[config.mk]
export PLATFORM = sky130hd
export DESIGN_NAME = skip_decrement_and_set_ops
export DESIGN_NICKNAME = d
export VERILOG_FILES = /design/src/skip_decrement_and_set_ops.v
export VERILOG_INCLUDE_DIRS = /design/src
export SDC_FILE = /design/constraint.sdc
export NUM_CORES = 1
export LEC_CHECK = 0
export BUFFER_PORTS_ARGS = -buffer_cell sky130_fd_sc_hd__buf_2
export CORE_UTILIZATION = 43
export CTS_CLUSTER_DIAMETER = 150
export DETAILED_ROUTE_END_ITERATION = 8
export PLACE_DENSITY = 0.86
export RECOVER_POWER = 50
export SETUP_SLACK_MARGIN = 0.4
export SLEW_MARGIN = 0
export SYNTH_ARGS = -nofsm -noshare
export SYNTH_HDL_FRONTEND = slang
export SYNTH_SLANG_ARGS = --single-unit
[constraint.sdc]
create_clock -name sys_clk -period 1.4 [get_ports sys_clk]
set_input_delay 0.07 -clock sys_clk [delete_from_list [all_inputs] [get_ports sys_clk]]
set_output_delay 0.07 -clock sys_clk [all_outputs]
set_load 0.01 [all_outputs]
[src/skip_ops_defs.vh]
`ifndef SKIP_OPS_DEFS_VH
`define SKIP_OPS_DEFS_VH
// Operation codes presented on op_code
`define OP_NONE 2'h0
`define OP_DEC_SKIP 2'h1
`define OP_SET_BYTE 2'h2
`define OP_SET_BIT 2'h3
// Data and address widths
`define DATA_W 8
`define ADDR_W 8
`define BIT_SEL_W 3
// Values
`define ALL_ONES 8'hFF
`define DEC_STEP 8'h01
`define ZERO_BYTE 8'h00
// Machine cycles per outcome
`define CYCLES_NO_SKIP 2'h1
`define CYCLES_SKIP 2'h2
`define CYCLES_RESET 2'h0
// Steps and masks
`define PC_STEP 8'h01
`define BIT_BASE 8'h01
`endif

[src/skip_decrement_and_set_ops.v]
`timescale 1ns/1ns
`default_nettype none
`include "skip_ops_defs.vh"

module skip_decrement_and_set_ops
(
  input wire sys_clk,
  input wire reset,
  input wire op_valid,
  input wire [1:0] op_code,
  input wire [`ADDR_W-1:0] op_addr,
  input wire [`BIT_SEL_W-1:0] op_bit,
  input wire [`DATA_W-1:0] mem_rdata,
  input wire [`DATA_W-1:0] pc_in,
  output reg mem_we,
  output reg [`ADDR_W-1:0] mem_addr,
  output reg [`DATA_W-1:0] mem_wdata,
  output reg discard_prefetch,
  output reg pc_advance,
  output reg [`DATA_W-1:0] pc_next,
  output reg busy,
  output reg [1:0] op_cycles
);

  // ****************************************
  // State encoding
  // ****************************************
  // Only one wait state exists: the dummy slot after a zero result
  localparam ST_RUN = 1'b0;
  localparam ST_DUMMY = 1'b1;

  reg state;
  reg next_state;
  reg [`DATA_W-1:0] dec_value;
  reg [`DATA_W-1:0] bit_mask;
  reg dec_zero;
  reg accept;
  reg is_dec;
  reg is_set_byte;
  reg is_set_bit;
  reg next_mem_we;
  reg [`ADDR_W-1:0] next_mem_addr;
  reg [`DATA_W-1:0] next_mem_wdata;
  reg next_discard_prefetch;
  reg next_pc_advance;
  reg [`DATA_W-1:0] next_pc_next;
  reg next_busy;
  reg [1:0] next_op_cycles;

  // ****************************************
  // Operation decode
  // ****************************************
  always @*
  begin
    accept = op_valid && (state == ST_RUN);
    is_dec = 1'b0;
    is_set_byte = 1'b0;
    is_set_bit = 1'b0;
    case (op_code)
      `OP_DEC_SKIP:
      begin
        is_dec = 1'b1;
      end
      `OP_SET_BYTE:
      begin
        is_set_byte = 1'b1;
      end
      `OP_SET_BIT:
      begin
        is_set_bit = 1'b1;
      end
      default:
      begin
        is_dec = 1'b0;
      end
    endcase
  end

  // ****************************************
  // Datapath
  // ****************************************
  // Read data is combinational from memory, so the new value
  // is ready in the same cycle the operation is taken
  always @*
  begin
    dec_value = mem_rdata - `DEC_STEP;
    dec_zero = (dec_value == `ZERO_BYTE);
    bit_mask = `BIT_BASE << op_bit;
  end

  // ****************************************
  // Dummy cycle control
  // ****************************************
  always @*
  begin
    next_state = state;
    case (state)
      ST_RUN:
      begin
        if (accept && is_dec && dec_zero)
        begin
          next_state = ST_DUMMY;
        end
      end
      ST_DUMMY:
      begin
        // Only one dummy slot, never two
        next_state = ST_RUN;
      end
      default:
      begin
        next_state = ST_RUN;
      end
    endcase
  end

  // ****************************************
  // Memory write request
  // ****************************************
  // Address and data hold between operations; only the strobe pulses
  always @*
  begin
    next_mem_we = 1'b0;
    next_mem_addr = mem_addr;
    next_mem_wdata = mem_wdata;
    if (accept)
    begin
      next_mem_addr = op_addr;
      if (is_dec)
      begin
        next_mem_we = 1'b1;
        next_mem_wdata = dec_value;
      end
      else if (is_set_byte)
      begin
        next_mem_we = 1'b1;
        next_mem_wdata = `ALL_ONES;
      end
      else if (is_set_bit)
      begin
        next_mem_we = 1'b1;
        next_mem_wdata = mem_rdata | bit_mask;
      end
    end
  end

  // ****************************************
  // Instruction sequencing
  // ****************************************
  // The dummy slot also advances the counter past the discarded word;
  // the caller must present the updated pc_in in that slot
  always @*
  begin
    next_discard_prefetch = 1'b0;
    next_pc_advance = 1'b0;
    next_pc_next = pc_next;
    next_op_cycles = op_cycles;
    next_busy = (next_state == ST_DUMMY);
    if (accept)
    begin
      next_pc_advance = 1'b1;
      next_pc_next = pc_in + `PC_STEP;
      next_op_cycles = `CYCLES_NO_SKIP;
      if (is_dec && dec_zero)
      begin
        next_discard_prefetch = 1'b1;
        next_op_cycles = `CYCLES_SKIP;
      end
    end
    else if (state == ST_DUMMY)
    begin
      next_pc_advance = 1'b1;
      next_pc_next = pc_in + `PC_STEP;
    end
  end

  // ****************************************
  // Registered memory request
  // ****************************************
  always @(posedge sys_clk or posedge reset)
  begin
    if (reset)
    begin
      mem_we <= 1'b0;
      mem_addr <= `ZERO_BYTE;
      mem_wdata <= `ZERO_BYTE;
    end
    else
    begin
      mem_we <= next_mem_we;
      mem_addr <= next_mem_addr;
      mem_wdata <= next_mem_wdata;
    end
  end

  // ****************************************
  // Registered sequencing
  // ****************************************
  always @(posedge sys_clk or posedge reset)
  begin
    if (reset)
    begin
      state <= ST_RUN;
      discard_prefetch <= 1'b0;
      pc_advance <= 1'b0;
      pc_next <= `ZERO_BYTE;
      busy <= 1'b0;
      op_cycles <= `CYCLES_RESET;
    end
    else
    begin
      state <= next_state;
      discard_prefetch <= next_discard_prefetch;
      pc_advance <= next_pc_advance;
      pc_next <= next_pc_next;
      busy <= next_busy;
      op_cycles <= next_op_cycles;
    end
  end

endmodule

`default_nettype wire

==> results of run 1 <==
-- cell families (layout without fill, tap and decap cells) --
group / Yosys count / count (layout) / share of synthesized area
adders and majority gates: 3 / 3 / 0.02372
AOI/OAI and AO/OA: 34 / 34 / 0.1384
and+or+nand+nor: 55 / 55 / 0.2111
buffers and inverters: 11 / 87 / 0.02687
muxes: 10 / 10 / 0.07036
xor gates and xnor gates: 10 / 10 / 0.05533
DFF: 30 / 30 / 0.4743
-- worst reg2reg max path, delay by kind of cell (launching register included) --
kind                   cells  cell delay (ns)
flip-flops                 1             0.41
AO/OA/AOI/OAI              2             0.30
AND/OR/NAND/NOR            2             0.24
buffers and inverters      2             0.21
-- metal layers --
layer	vias to the layer above	routed length, um	track usage
li1	708	-	-
met1	675	1641	0.2671
met2	53	1836	0.3397
met3	6	198	0.04197
met4	0	42	0.07849
met5	-	0	0
-- per-stage QoR --
stage          instances  total power [uW]  utilization  area (sq um)  setup slack [ns]
4_1_cts              273              2126       0.6503          2238            0.1958
3_5_place_dp         259              1481       0.6023          2073           0.02228
3_3_place_gp         259              1467       0.6023          2073           0.08787
2_1_floorplan        153              1282            -          1727            0.1956
6_report             275              2121       0.6554          2256            0.1194
5_1_grt              275              2246       0.6554          2256           0.04953
-- sequential cells by signal, summed over array words and instances (netlist names) --
register          cells
mem_addr              8
mem_wdata             8
pc_next               8
op_cycles             2
discard_prefetch      1
mem_we                1
pc_advance            1
state                 1
-- power by group through the flow --
| stage | clock network, uW | logic [uW] | registers, uW |
|---|---|---|---|
| after CTS | 631 | 506 | 989 |
| after global routing | 680 | 562 | 1000 |
| after detailed placement | 0 | 478 | 1000 |
| final | 616 | 511 | 994 |
| after floorplan | 0 | 240 | 1040 |
| after global placement | 0 | 468 | 999 |
-- cell usage in the layout (no fill, tap or decap), types with 3 or more instances in the layout --
cell type	count
sky130_fd_sc_hd__buf_2	46
sky130_fd_sc_hd__dfrtp_1	30
sky130_fd_sc_hd__clkbuf_1	17
sky130_fd_sc_hd__nor2_1	14
sky130_fd_sc_hd__a21oi_1	9
sky130_fd_sc_hd__mux2_4	8
sky130_fd_sc_hd__buf_4	7
sky130_fd_sc_hd__xnor2_1	5
sky130_fd_sc_hd__nand3_1	5
sky130_fd_sc_hd__nand2_1	5
sky130_fd_sc_hd__a21oi_2	5
sky130_fd_sc_hd__xor2_1	5
sky130_fd_sc_hd__clkbuf_8	5
sky130_fd_sc_hd__nor3_1	4
sky130_fd_sc_hd__a31oi_1	4
sky130_fd_sc_hd__inv_1	3
sky130_fd_sc_hd__o21ai_0	3
sky130_fd_sc_hd__and4b_1	3
sky130_fd_sc_hd__buf_12	3
-- layout make-up --
type,instances,area share
multi-input cells,112,0.4032
flip-flops and latches,30,0.3328
repair buffers,75,0.1930
clock buffers,7,0.03383
well taps,46,0.02551
inverters,5,0.01165
-- path summary, 6_finish.rpt --
kind,cells past startpoint,to,from
max in group asynchronous,4,mem_wdata[1],reset
worst min register to register,2,mem_wdata[5],mem_wdata[5]
min in group asynchronous,4,mem_addr[2],reset
worst max-delay path,6,mem_wdata[7],state
worst min-delay path,2,mem_addr[5],op_addr[5]
worst max register to register,6,mem_wdata[7],state
-- repair_timing --
item | in CTS | in global routing
hold buffers | 2 | 0
resized for setup | 5 | 3
endpoints found under the hold margin | 31 | 0
pin swaps | 4 | 2
setup endpoints to repair | 27 | 29
setup buffers | 5 | 2
==> results.txt, run 1 <==
The run finished with clean final reports. The static power due to leakage is 0.001005 uW. The number of antenna diodes in the final layout is 0.

In this run the worst hold path is classified as in2reg. The insertion delay of the later-clocked pin in the worst-skew pair is 0.27 ns. The number of placement rows came out at 21. The share of layout cells above drive strength 1 came out at 0.4017. The synthesized design contains 0 enable-type register cells.

The combined flip-flop and latch cell area is 750.7 sq um. For this run, asynchronously set or reset flops after synthesis account for 1.000. The worst setup path is captured at a flop. The average wire per standard cell came out at 13.52 um.

The final setup violation count is 0. Clock skew on the completed layout was measured at 0.001944 ns. Synthesis produced 153 cells. The maximum buffer depth of the clock tree is 2. The sum of net half-perimeters after detailed placement is 2.725 mm. The worst stage delay on the critical path is 0.41 ns. Final hold analysis gives a worst-case slack of 0.02737 ns. The largest total area in the synthesized netlist belongs to sky130_fd_sc_hd__dfrtp_1.

The worst setup path is launched from a flop. In this run the power density over the cells is 940.0 mW/mm^2. TritonCTS built the clock tree.

The layout net count came out at 264. The primary flip-flop cell chosen by synthesis mapping is sky130_fd_sc_hd__dfrtp_1. The cell sitting at the root of the clock tree is a sky130_fd_sc_hd__clkbuf_8.

Yosys mapped the design onto 43 distinct sky130hd cell types. The mean number of vias per cell came out at 5.244. The number of antenna violations at the first check in global routing is 0. For this run, the total global-route usage over all layers was measured as 0.2066.

The data arrival at the endpoint of the critical path is 1.44 ns. The starting density of the core is 0.4598. The power spent charging and discharging nets came out at 588.4 uW.

The floorplan step defined a die boundary enclosing 0.003928 sq mm. The level count of the clock H-tree came out at 2. The first-pass detailed-route iteration total came out at 4. The proportion of power drawn by combinational gates is 0.241. The synthesized area came out at 0.001583 sq mm.

The total negative slack for setup checks came out at 0 ns. The portion of the clock cycle consumed by the worst path in the final layout came out at 0.9147. Input and output buffers added on the ports amount to 61. The count of buffer and inverter cells on the critical path came out at 2. Measured along the y axis, the die boundary spans 62.67 um. The number of fill cells in the layout came out at 271. Of the total power, the share spent switching nets is 0.2775.

The die is 62.67 um wide. Of the total power, the clock network draws 0.290. The most common cell in the synthesized netlist is sky130_fd_sc_hd__dfrtp_1. During synthesis, Yosys emitted a total of 0 warnings. Of the synthesized area, sequential elements account for 0.4743. In this design, the largest share of critical-path delay is due to flip-flops.

The critical path class is reg2reg. 62 I/O pins were placed. The global placer's final weighted congestion came out at 0.7934. For the finished layout, the period the worst path requires is 1.281 ns. The total overflow left after global routing is 0. Measured against its own limit, the worst slew margin works out to 0.5331.

The final wirelength came out at 3.718 mm. The maximum frequency from static timing analysis came out at 780.9 MHz. The first global-routing pass estimated 6.348 mm of wire. In this run the mean area of a mapped cell was 10.34 sq um. The final antenna-violating net count is 0. The worst-margin pin slew is 0.7004 ns. The max-capacitance violation count is 0. Compared with the post-synthesis result, the final layout area differs by 42.53%. Setup repair after global routing could not meet its margin everywhere.

The area of the core is 0.003442 sq mm. Along the worst path, the maximum fanout reaches 6. Traced cell by cell, the critical path runs through nor2b_4 > buf_12 > o21ai_4 > clkinv_4 > nor2_1 > a311oi_1. The slowest stage of the critical path belongs to the cell sky130_fd_sc_hd__dfrtp_1.

The clock drives 30 sinks. The DRC violation total after the first TritonRoute iteration is 63. Entering global routing, the biggest net connects 31 pins.

The number of nets handed over by synthesis was 188. The setup slack of the most critical reg-to-reg path came out at 0.12 ns. The final-report hold violation count is 0. The area fraction of the dominant cell type after synthesis came out at 0.4743. The required arrival time at the worst endpoint came out at 1.56 ns. The overall via count from detail_route is 1442.

The commonest cells after synthesis are 30 x sky130_fd_sc_hd__dfrtp_1, 15 x sky130_fd_sc_hd__nor2_1, 14 x sky130_fd_sc_hd__a21oi_1. VDD sags by at most 0.3978 mV. The synthesized flop and latch total came out at 30.

The cell internal power dissipation is 1532 uW. In the post-synthesis netlist, the biggest area contributors are sky130_fd_sc_hd__dfrtp_1 47%, sky130_fd_sc_hd__mux2_2 6.4%, sky130_fd_sc_hd__a21oi_1 4.4%. After clock tree synthesis, the clock-pin slew on the worst setup and hold paths is 0.05 ns. The via count of the first global-routing pass came to 1409. In the routed design, unresolved DRC markers number 0. The TritonCTS buffer count came out at 5. The register share of total power is 0.469.

The area used by multi-input combinational logic is 909.6 sq um. The final max-slew violation count came to 0.
Power figures use the tool's default switching activity.
==> inputs of run 2 (changes only) <==
--- a/config.mk
+++ b/config.mk
@@ -10,6 +10,7 @@
 export CORE_UTILIZATION = 43
 export CTS_CLUSTER_DIAMETER = 150
 export DETAILED_ROUTE_END_ITERATION = 8
+export GPL_TIMING_DRIVEN = 0
 export PLACE_DENSITY = 0.86
 export RECOVER_POWER = 50
 export SETUP_SLACK_MARGIN = 0.4
==> results.txt, run 2 (synthesis gave the netlist of run 1 again) <==
The largest registers in the layout are mem_addr x8, mem_wdata x8, pc_next x8. The number of diodes is 0 (unchanged). The area of the core is 0.003442 sq mm (unchanged). The required arrival time at the worst endpoint came out at 1.61 ns (+0.05 ns).

The static power due to leakage is 0.0009967 uW (-0.83%). The remaining routing DRC violations came out at 0 (unchanged). The first-pass detailed-route iteration total came out at 4 (unchanged). The leading cell type in the layout, fill and taps excluded is sky130_fd_sc_hd__clkbuf_1. The max-capacitance violation count was 0 (unchanged). The average wire per standard cell is 13.55 um (+0.20%). The global placer's final weighted congestion is 0.8083 (+1.9%). The all-layer global routing usage came out at 0.1978 (-0.008796). The critical path is of the reg2reg type. The top cell types in the final layout, fill and taps aside, are 31 x sky130_fd_sc_hd__clkbuf_1, 30 x sky130_fd_sc_hd__dfrtp_1, 29 x sky130_fd_sc_hd__buf_2, 11 x sky130_fd_sc_hd__nor2_1. The maximum number of pins on one net before global-route repair came out at 31 (unchanged). The mean number of vias per cell came out at 5.236 (-0.16%). The CTS clock-pin slew for the worst setup and hold paths came out at 0.06 ns (about the same). The flow ran to the end, and the final reports show no timing, DRC or antenna violations.

The I/O pin total is 62 (unchanged). The total power came out at 2210 uW (+4.2%). The post-placement worst setup slack came out at -0.03681 ns (-0.05909 ns).

The starting density of the core is 0.4598 (unchanged). The final max-slew violation count came to 0 (unchanged). The number of buffers inserted by port buffering came out at 59 (-3.3%). Setup repair after global routing could not meet its margin everywhere.

The level count of the clock H-tree is 2 (unchanged). From synthesis to final layout, the design area changed by 46.80%. The remaining max-slew budget at the tightest pin came out at 0.2835 (-0.2496). The first-pass GRT wire length came out at 6.078 mm (-4.3%). The final-report hold violation count came out at 0 (unchanged). The horizontal die dimension is 62.67 um (unchanged). The portion of the clock cycle consumed by the worst path in the final layout came out at 0.9193 (+0.004617).

The kind of end point of the critical path is a flop. The maximum clock skew at final layout came out at 0.001850 ns (-0.00009403 ns). The insertion delay of the later-clocked pin in the worst-skew pair is 0.27 ns (about the same). The tightest min-delay check is of the in2reg type. The final wirelength was 3.739 mm (+0.56%). The layout net count came out at 264 (unchanged). The cell area after placement was 0.002079 sq mm (+0.30%). The largest driver fanout on the critical path was 5 (-1). The overall die area was 0.003928 sq mm (unchanged).

The worst-margin pin slew came out at 1.074 ns (+0.3732 ns). The root buffer cell is sky130_fd_sc_hd__clkbuf_8. The power per cell area is 951.1 mW/mm^2 (+1.2%).

The final antenna-violating net count is 0 (unchanged). TritonCTS built the clock tree. The number of sinks driven by the clock tree is 30 (unchanged). The vertical die dimension came out at 62.67 um (unchanged). The data arrival at the endpoint of the critical path is 1.50 ns (+0.06 ns). The type of element launching the critical path is a flop. The TritonCTS buffer count came to 5 (unchanged).

The via count of the first global-routing pass was 1318 (-6.5%). The maximum buffer depth of the clock tree came out at 2 (unchanged). The number of fill cells in the layout is 277 (+2.2%).

The final critical delay including setup and external delays came out at 1.287 ns (+0.006464 ns). The DRC violation total after the first TritonRoute iteration came out at 48 (-24%). The overall via count from detail_route is 1445 (+0.21%). The share of layout cells above drive strength 1 is 0.3913 (-0.01044). The post-route cell area came out at 0.002323 sq mm (+3.0%). The final setup violation count was 0 (unchanged). The maximum frequency from static timing analysis was 777.0 MHz (-0.50%). The number of antenna violations at the first check in global routing came out at 0 (unchanged). The peak ir drop on the vdd network is 0.4096 mV (+3.0%). The sum of net half-perimeters after detailed placement is 2.580 mm (-5.3%). The sum of overflow across all layers after global routing came out at 0 (unchanged). The setup slack after layout came out at 0.1130 ns (-0.006464 ns).

The total negative slack for setup checks came out at 0 ns (unchanged). The number of placement rows is 21 (unchanged).
## run 2: final timing paths
path | startpoint | endpoint | slack, ns | cells after the start
worst max-delay path | state | discard_prefetch | 0.11 | 4
worst min-delay path | op_addr[0] | mem_addr[0] | 0.03 | 2
worst max register to register | state | discard_prefetch | 0.11 | 4
worst min register to register | mem_addr[0] | mem_addr[0] | 0.51 | 1
max in group asynchronous | reset | pc_next[2] | 0.69 | 2
min in group asynchronous | reset | mem_addr[6] | 0.06 | 2
## run 2: stage by stage
| stage | hold WS [ns] | util | std cells |
|---|---|---|---|
| 6_report | 0.02668 | 0.6750 | 276 |
| 5_1_grt | 0.02032 | 0.6750 | 276 |
| 4_1_cts | 0.02079 | 0.6587 | 270 |
| 3_5_place_dp | 0.2801 | 0.6041 | 258 |
| 3_3_place_gp | 0.2754 | 0.6041 | 258 |
| 2_1_floorplan | 0.1547 | - | 153 |
## run 2: critical path, cell delays in order, from the launching register on
cell and delay, ns:
sky130_fd_sc_hd__dfrtp_1 0.41, sky130_fd_sc_hd__nor2b_4 0.21, sky130_fd_sc_hd__buf_4 0.14, sky130_fd_sc_hd__and4b_2 0.27, sky130_fd_sc_hd__and4b_1 0.19
## run 2: power breakdown
part	switching (uW)	internal, uW
sequential	49.6	948
combinational	277	249
clock	291	395
## run 2: what timing repair did
item / in CTS / in global routing
hold buffers: 1 / 0
gates cloned: 1 / 0
setup buffers: 2 / 6
hold endpoints to repair: 1 / 0
pin swaps: 4 / 4
gates resized for setup: 12 / 16
setup endpoints to repair: 28 / 30
## run 2: layout make-up
type | count | area [sq um] | area share
plain buffers | 6 | 90.09 | 0.03877
flip-flops and latches | 30 | 750.7 | 0.3231
clock buffers | 7 | 86.33 | 0.03716
multi-input cells | 112 | 949.7 | 0.4087
repair buffers | 69 | 357.8 | 0.1540
clock inverters | 1 | 5.005 | 0.002154
well taps | 46 | 57.56 | 0.02477
inverters | 5 | 26.28 | 0.01131
## run 2: layer usage
| layer | track usage | part of all wire | vias to the layer above | wire length, um |
|---|---|---|---|---|
| met1 | 0.2559 | 0.46 | 665 | 1718 |
| met3 | 0.06022 | 0.061 | 4 | 227 |
| met4 | 0.05233 | 0.012 | 0 | 44 |
| met5 | 0 | 0 | - | 0 |
| met2 | 0.3207 | 0.47 | 63 | 1749 |
| li1 | - | - | 713 | - |
==> inputs of run 3 (changes only) <==
--- a/config.mk
+++ b/config.mk
@@ -7,13 +7,13 @@
 export NUM_CORES = 1
 export LEC_CHECK = 0
 export BUFFER_PORTS_ARGS = -buffer_cell sky130_fd_sc_hd__buf_2
+export CORE_ASPECT_RATIO = 1.2
 export CORE_UTILIZATION = 43
 export CTS_CLUSTER_DIAMETER = 150
 export DETAILED_ROUTE_END_ITERATION = 8
 export GPL_TIMING_DRIVEN = 0
 export PLACE_DENSITY = 0.86
 export RECOVER_POWER = 50
-export SETUP_SLACK_MARGIN = 0.4
 export SLEW_MARGIN = 0
 export SYNTH_ARGS = -nofsm -noshare
 export SYNTH_HDL_FRONTEND = slang
==> results.txt, run 3 (synthesis gave the netlist of run 1 again) <==
The max-capacitance violation count came to 0 (unchanged). The data arrival at the endpoint of the critical path is 1.53 ns (+0.03 ns). In this run the clock root is driven by a sky130_fd_sc_hd__clkbuf_8. The final setup violation count came to 0 (unchanged). The layout overhead on the synthesized area came out at 25.45%. The remaining max-slew budget at the tightest pin came out at 0.2888 (+0.005325). The insertion delay of the later-clocked pin in the worst-skew pair came out at 0.28 ns (about the same). Setup repair after global routing could not meet its margin everywhere. The required arrival time at the worst endpoint is 1.56 ns (-0.05 ns).

The number of buffers inserted by port buffering is 59 (unchanged). The final critical delay including setup and external delays came to 1.369 ns (+0.08188 ns). The vertical die dimension came out at 68.46 um (+9.2%).

The global placer's final weighted congestion was 0.8466 (+4.7%). STA classifies the critical path startpoint as a flop. The horizontal die dimension was 57.39 um (-8.4%). The share of layout cells above drive strength 1 came to 0.2591 (-0.1322). The portion of the clock cycle consumed by the worst path in the final layout was 0.9778 (+0.05849). The checks that failed: design-rule violations. The class of the most critical hold timing path is in2reg.

The number of sinks driven by the clock tree came out at 30 (unchanged). The maximum buffer depth of the clock tree is 2 (unchanged). The maximum clock skew at final layout was 0.003434 ns (+0.001583 ns). The worst-margin pin slew is 1.066 ns (-0.007979 ns). The largest registers in the layout are mem_addr x8, mem_wdata x8, pc_next x8.

The CTS clock-pin slew for the worst setup and hold paths is 0.05 ns (about the same). The cell total after placement came out at 249 (-3.5%). The number of placement rows came out at 23 (+9.5%).

The final instance count without filler cells was 257 (-6.9%). The maximum frequency from static timing analysis is 730.5 MHz (-6.0%). TritonCTS built the clock tree.

The final wirelength came out at 3.507 mm (-6.2%). The maximum number of pins on one net before global-route repair came out at 31 (unchanged). The first-pass GRT wire length is 5.809 mm (-4.4%). The peak ir drop on the vdd network came out at 0.3516 mV (-14%).

The worst setup path is captured at a flop. The number of buffers inserted by post-CTS setup repair came out at 0 (-2). The average wire per standard cell came out at 13.65 um (+0.73%). The overall via count from detail_route came to 1401 (-3.0%). The post-route cell area came to 0.001986 sq mm (-15%).

The layout net count is 255 (-3.4%). The flow ran to the end, but the final reports show violations. The largest driver fanout on the critical path came out at 10 (+5). The sum of overflow across all layers after global routing is 0 (unchanged).

The all-layer global routing usage is 0.1951 (-0.002690). The library cells used most frequently in the layout, excluding fill and tap cells, are 33 x sky130_fd_sc_hd__clkbuf_1, 32 x sky130_fd_sc_hd__buf_2, 30 x sky130_fd_sc_hd__dfrtp_1, 15 x sky130_fd_sc_hd__nor2_1, 14 x sky130_fd_sc_hd__a21oi_1. The final-report hold violation count came out at 0 (unchanged). The power per cell area came out at 1014 mW/mm^2 (+6.6%). The worst setup path is of the reg2reg kind.

The I/O pin total came out at 62 (unchanged). The TritonCTS buffer count was 5 (unchanged). The area of the core was 0.003425 sq mm (-0.51%).

The library cell used most frequently in the layout, excluding fill and tap cells, is sky130_fd_sc_hd__clkbuf_1. The mean number of vias per cell came out at 5.451 (+4.1%). The number of antenna violations at the first check in global routing came out at 0 (unchanged).

The cell area after placement is 0.001926 sq mm (-7.4%). The final max-slew violation count is 0 (unchanged). The starting density of the core is 0.4622 (+0.002352).

The first-pass detailed-route iteration total came to 6 (+2). The sum of net half-perimeters after detailed placement came out at 2.719 mm (+5.4%). The remaining routing DRC violations came out at 7 (+7). The level count of the clock H-tree was 2 (unchanged). The DRC violation total after the first TritonRoute iteration was 59 (+23%). The number of diodes came out at 0 (unchanged). The via count of the first global-routing pass is 1373 (+4.2%). The static power due to leakage is 0.0008513 uW (-15%). The final antenna-violating net count is 0 (unchanged).

The overall die area was 0.003929 sq mm (about the same).
run 3: worst max-delay path, stage by stage (launching register included):
cell	delay (ns)
sky130_fd_sc_hd__dfrtp_1	0.39
sky130_fd_sc_hd__nor2b_2	0.21
sky130_fd_sc_hd__buf_2	0.28
sky130_fd_sc_hd__mux2_2	0.36
run 3: final cells by class:
type | count | area, sq um
tap | 37 | 46.29
multi-input combinational | 112 | 794.5
clock buffer | 7 | 76.32
fill | 304 | 1439
timing repair buffer | 60 | 269.0
sequential | 30 | 750.7
inverter | 5 | 18.77
buffer | 6 | 30.03
run 3: what timing repair did:
item                                    CTS  global route
hold buffers                              1             0
pin swaps                                 0             0
resized for setup                         3             7
endpoints found under the hold margin     1             0
endpoints found under the setup margin   14            14
run 3: per-stage QoR:
stage | setup TNS, ns | util | setup WS, ns | power [uW] | hold slack [ns]
2_1_floorplan | 0 | - | 0.01046 | 1232 | 0.1548
3_3_place_gp | -1.031 | 0.5623 | -0.1504 | 1405 | 0.2784
3_5_place_dp | -1.330 | 0.5623 | -0.2210 | 1424 | 0.2846
4_1_cts | -0.0005084 | 0.5886 | -0.0005084 | 2048 | 0.02286
5_1_grt | -0.3547 | 0.5798 | -0.04599 | 2118 | 0.03418
6_report | 0 | 0.5798 | 0.03108 | 2014 | 0.02759
run 3: final timing paths:
path | start | end | slack, ns | cells after the start
max | state | mem_addr[6] | 0.03 | 3
min | op_addr[4] | mem_addr[4] | 0.03 | 2
max reg2reg | state | mem_addr[6] | 0.03 | 3
min reg2reg | mem_wdata[5] | mem_wdata[5] | 0.50 | 2
max in group asynchronous | reset | pc_next[4] | 0.71 | 2
min in group asynchronous | reset | mem_wdata[5] | 0.05 | 2
run 3: layer usage:
layer	GRT usage	up-vias	wire [um]
li1	-	691	-
met5	0	-	0
met1	0.2083	637	1391
met2	0.3547	64	1781
met4	0.1128	0	98
met3	0.04348	9	235
run 3: where the power goes:
part           switching, uW  leakage [uW]  internal [uW]
Combinational            237      0.000470            171
Sequential              38.4      0.000343            948
Clock                    279     0.0000383            341
Total                    554      0.000851           1460
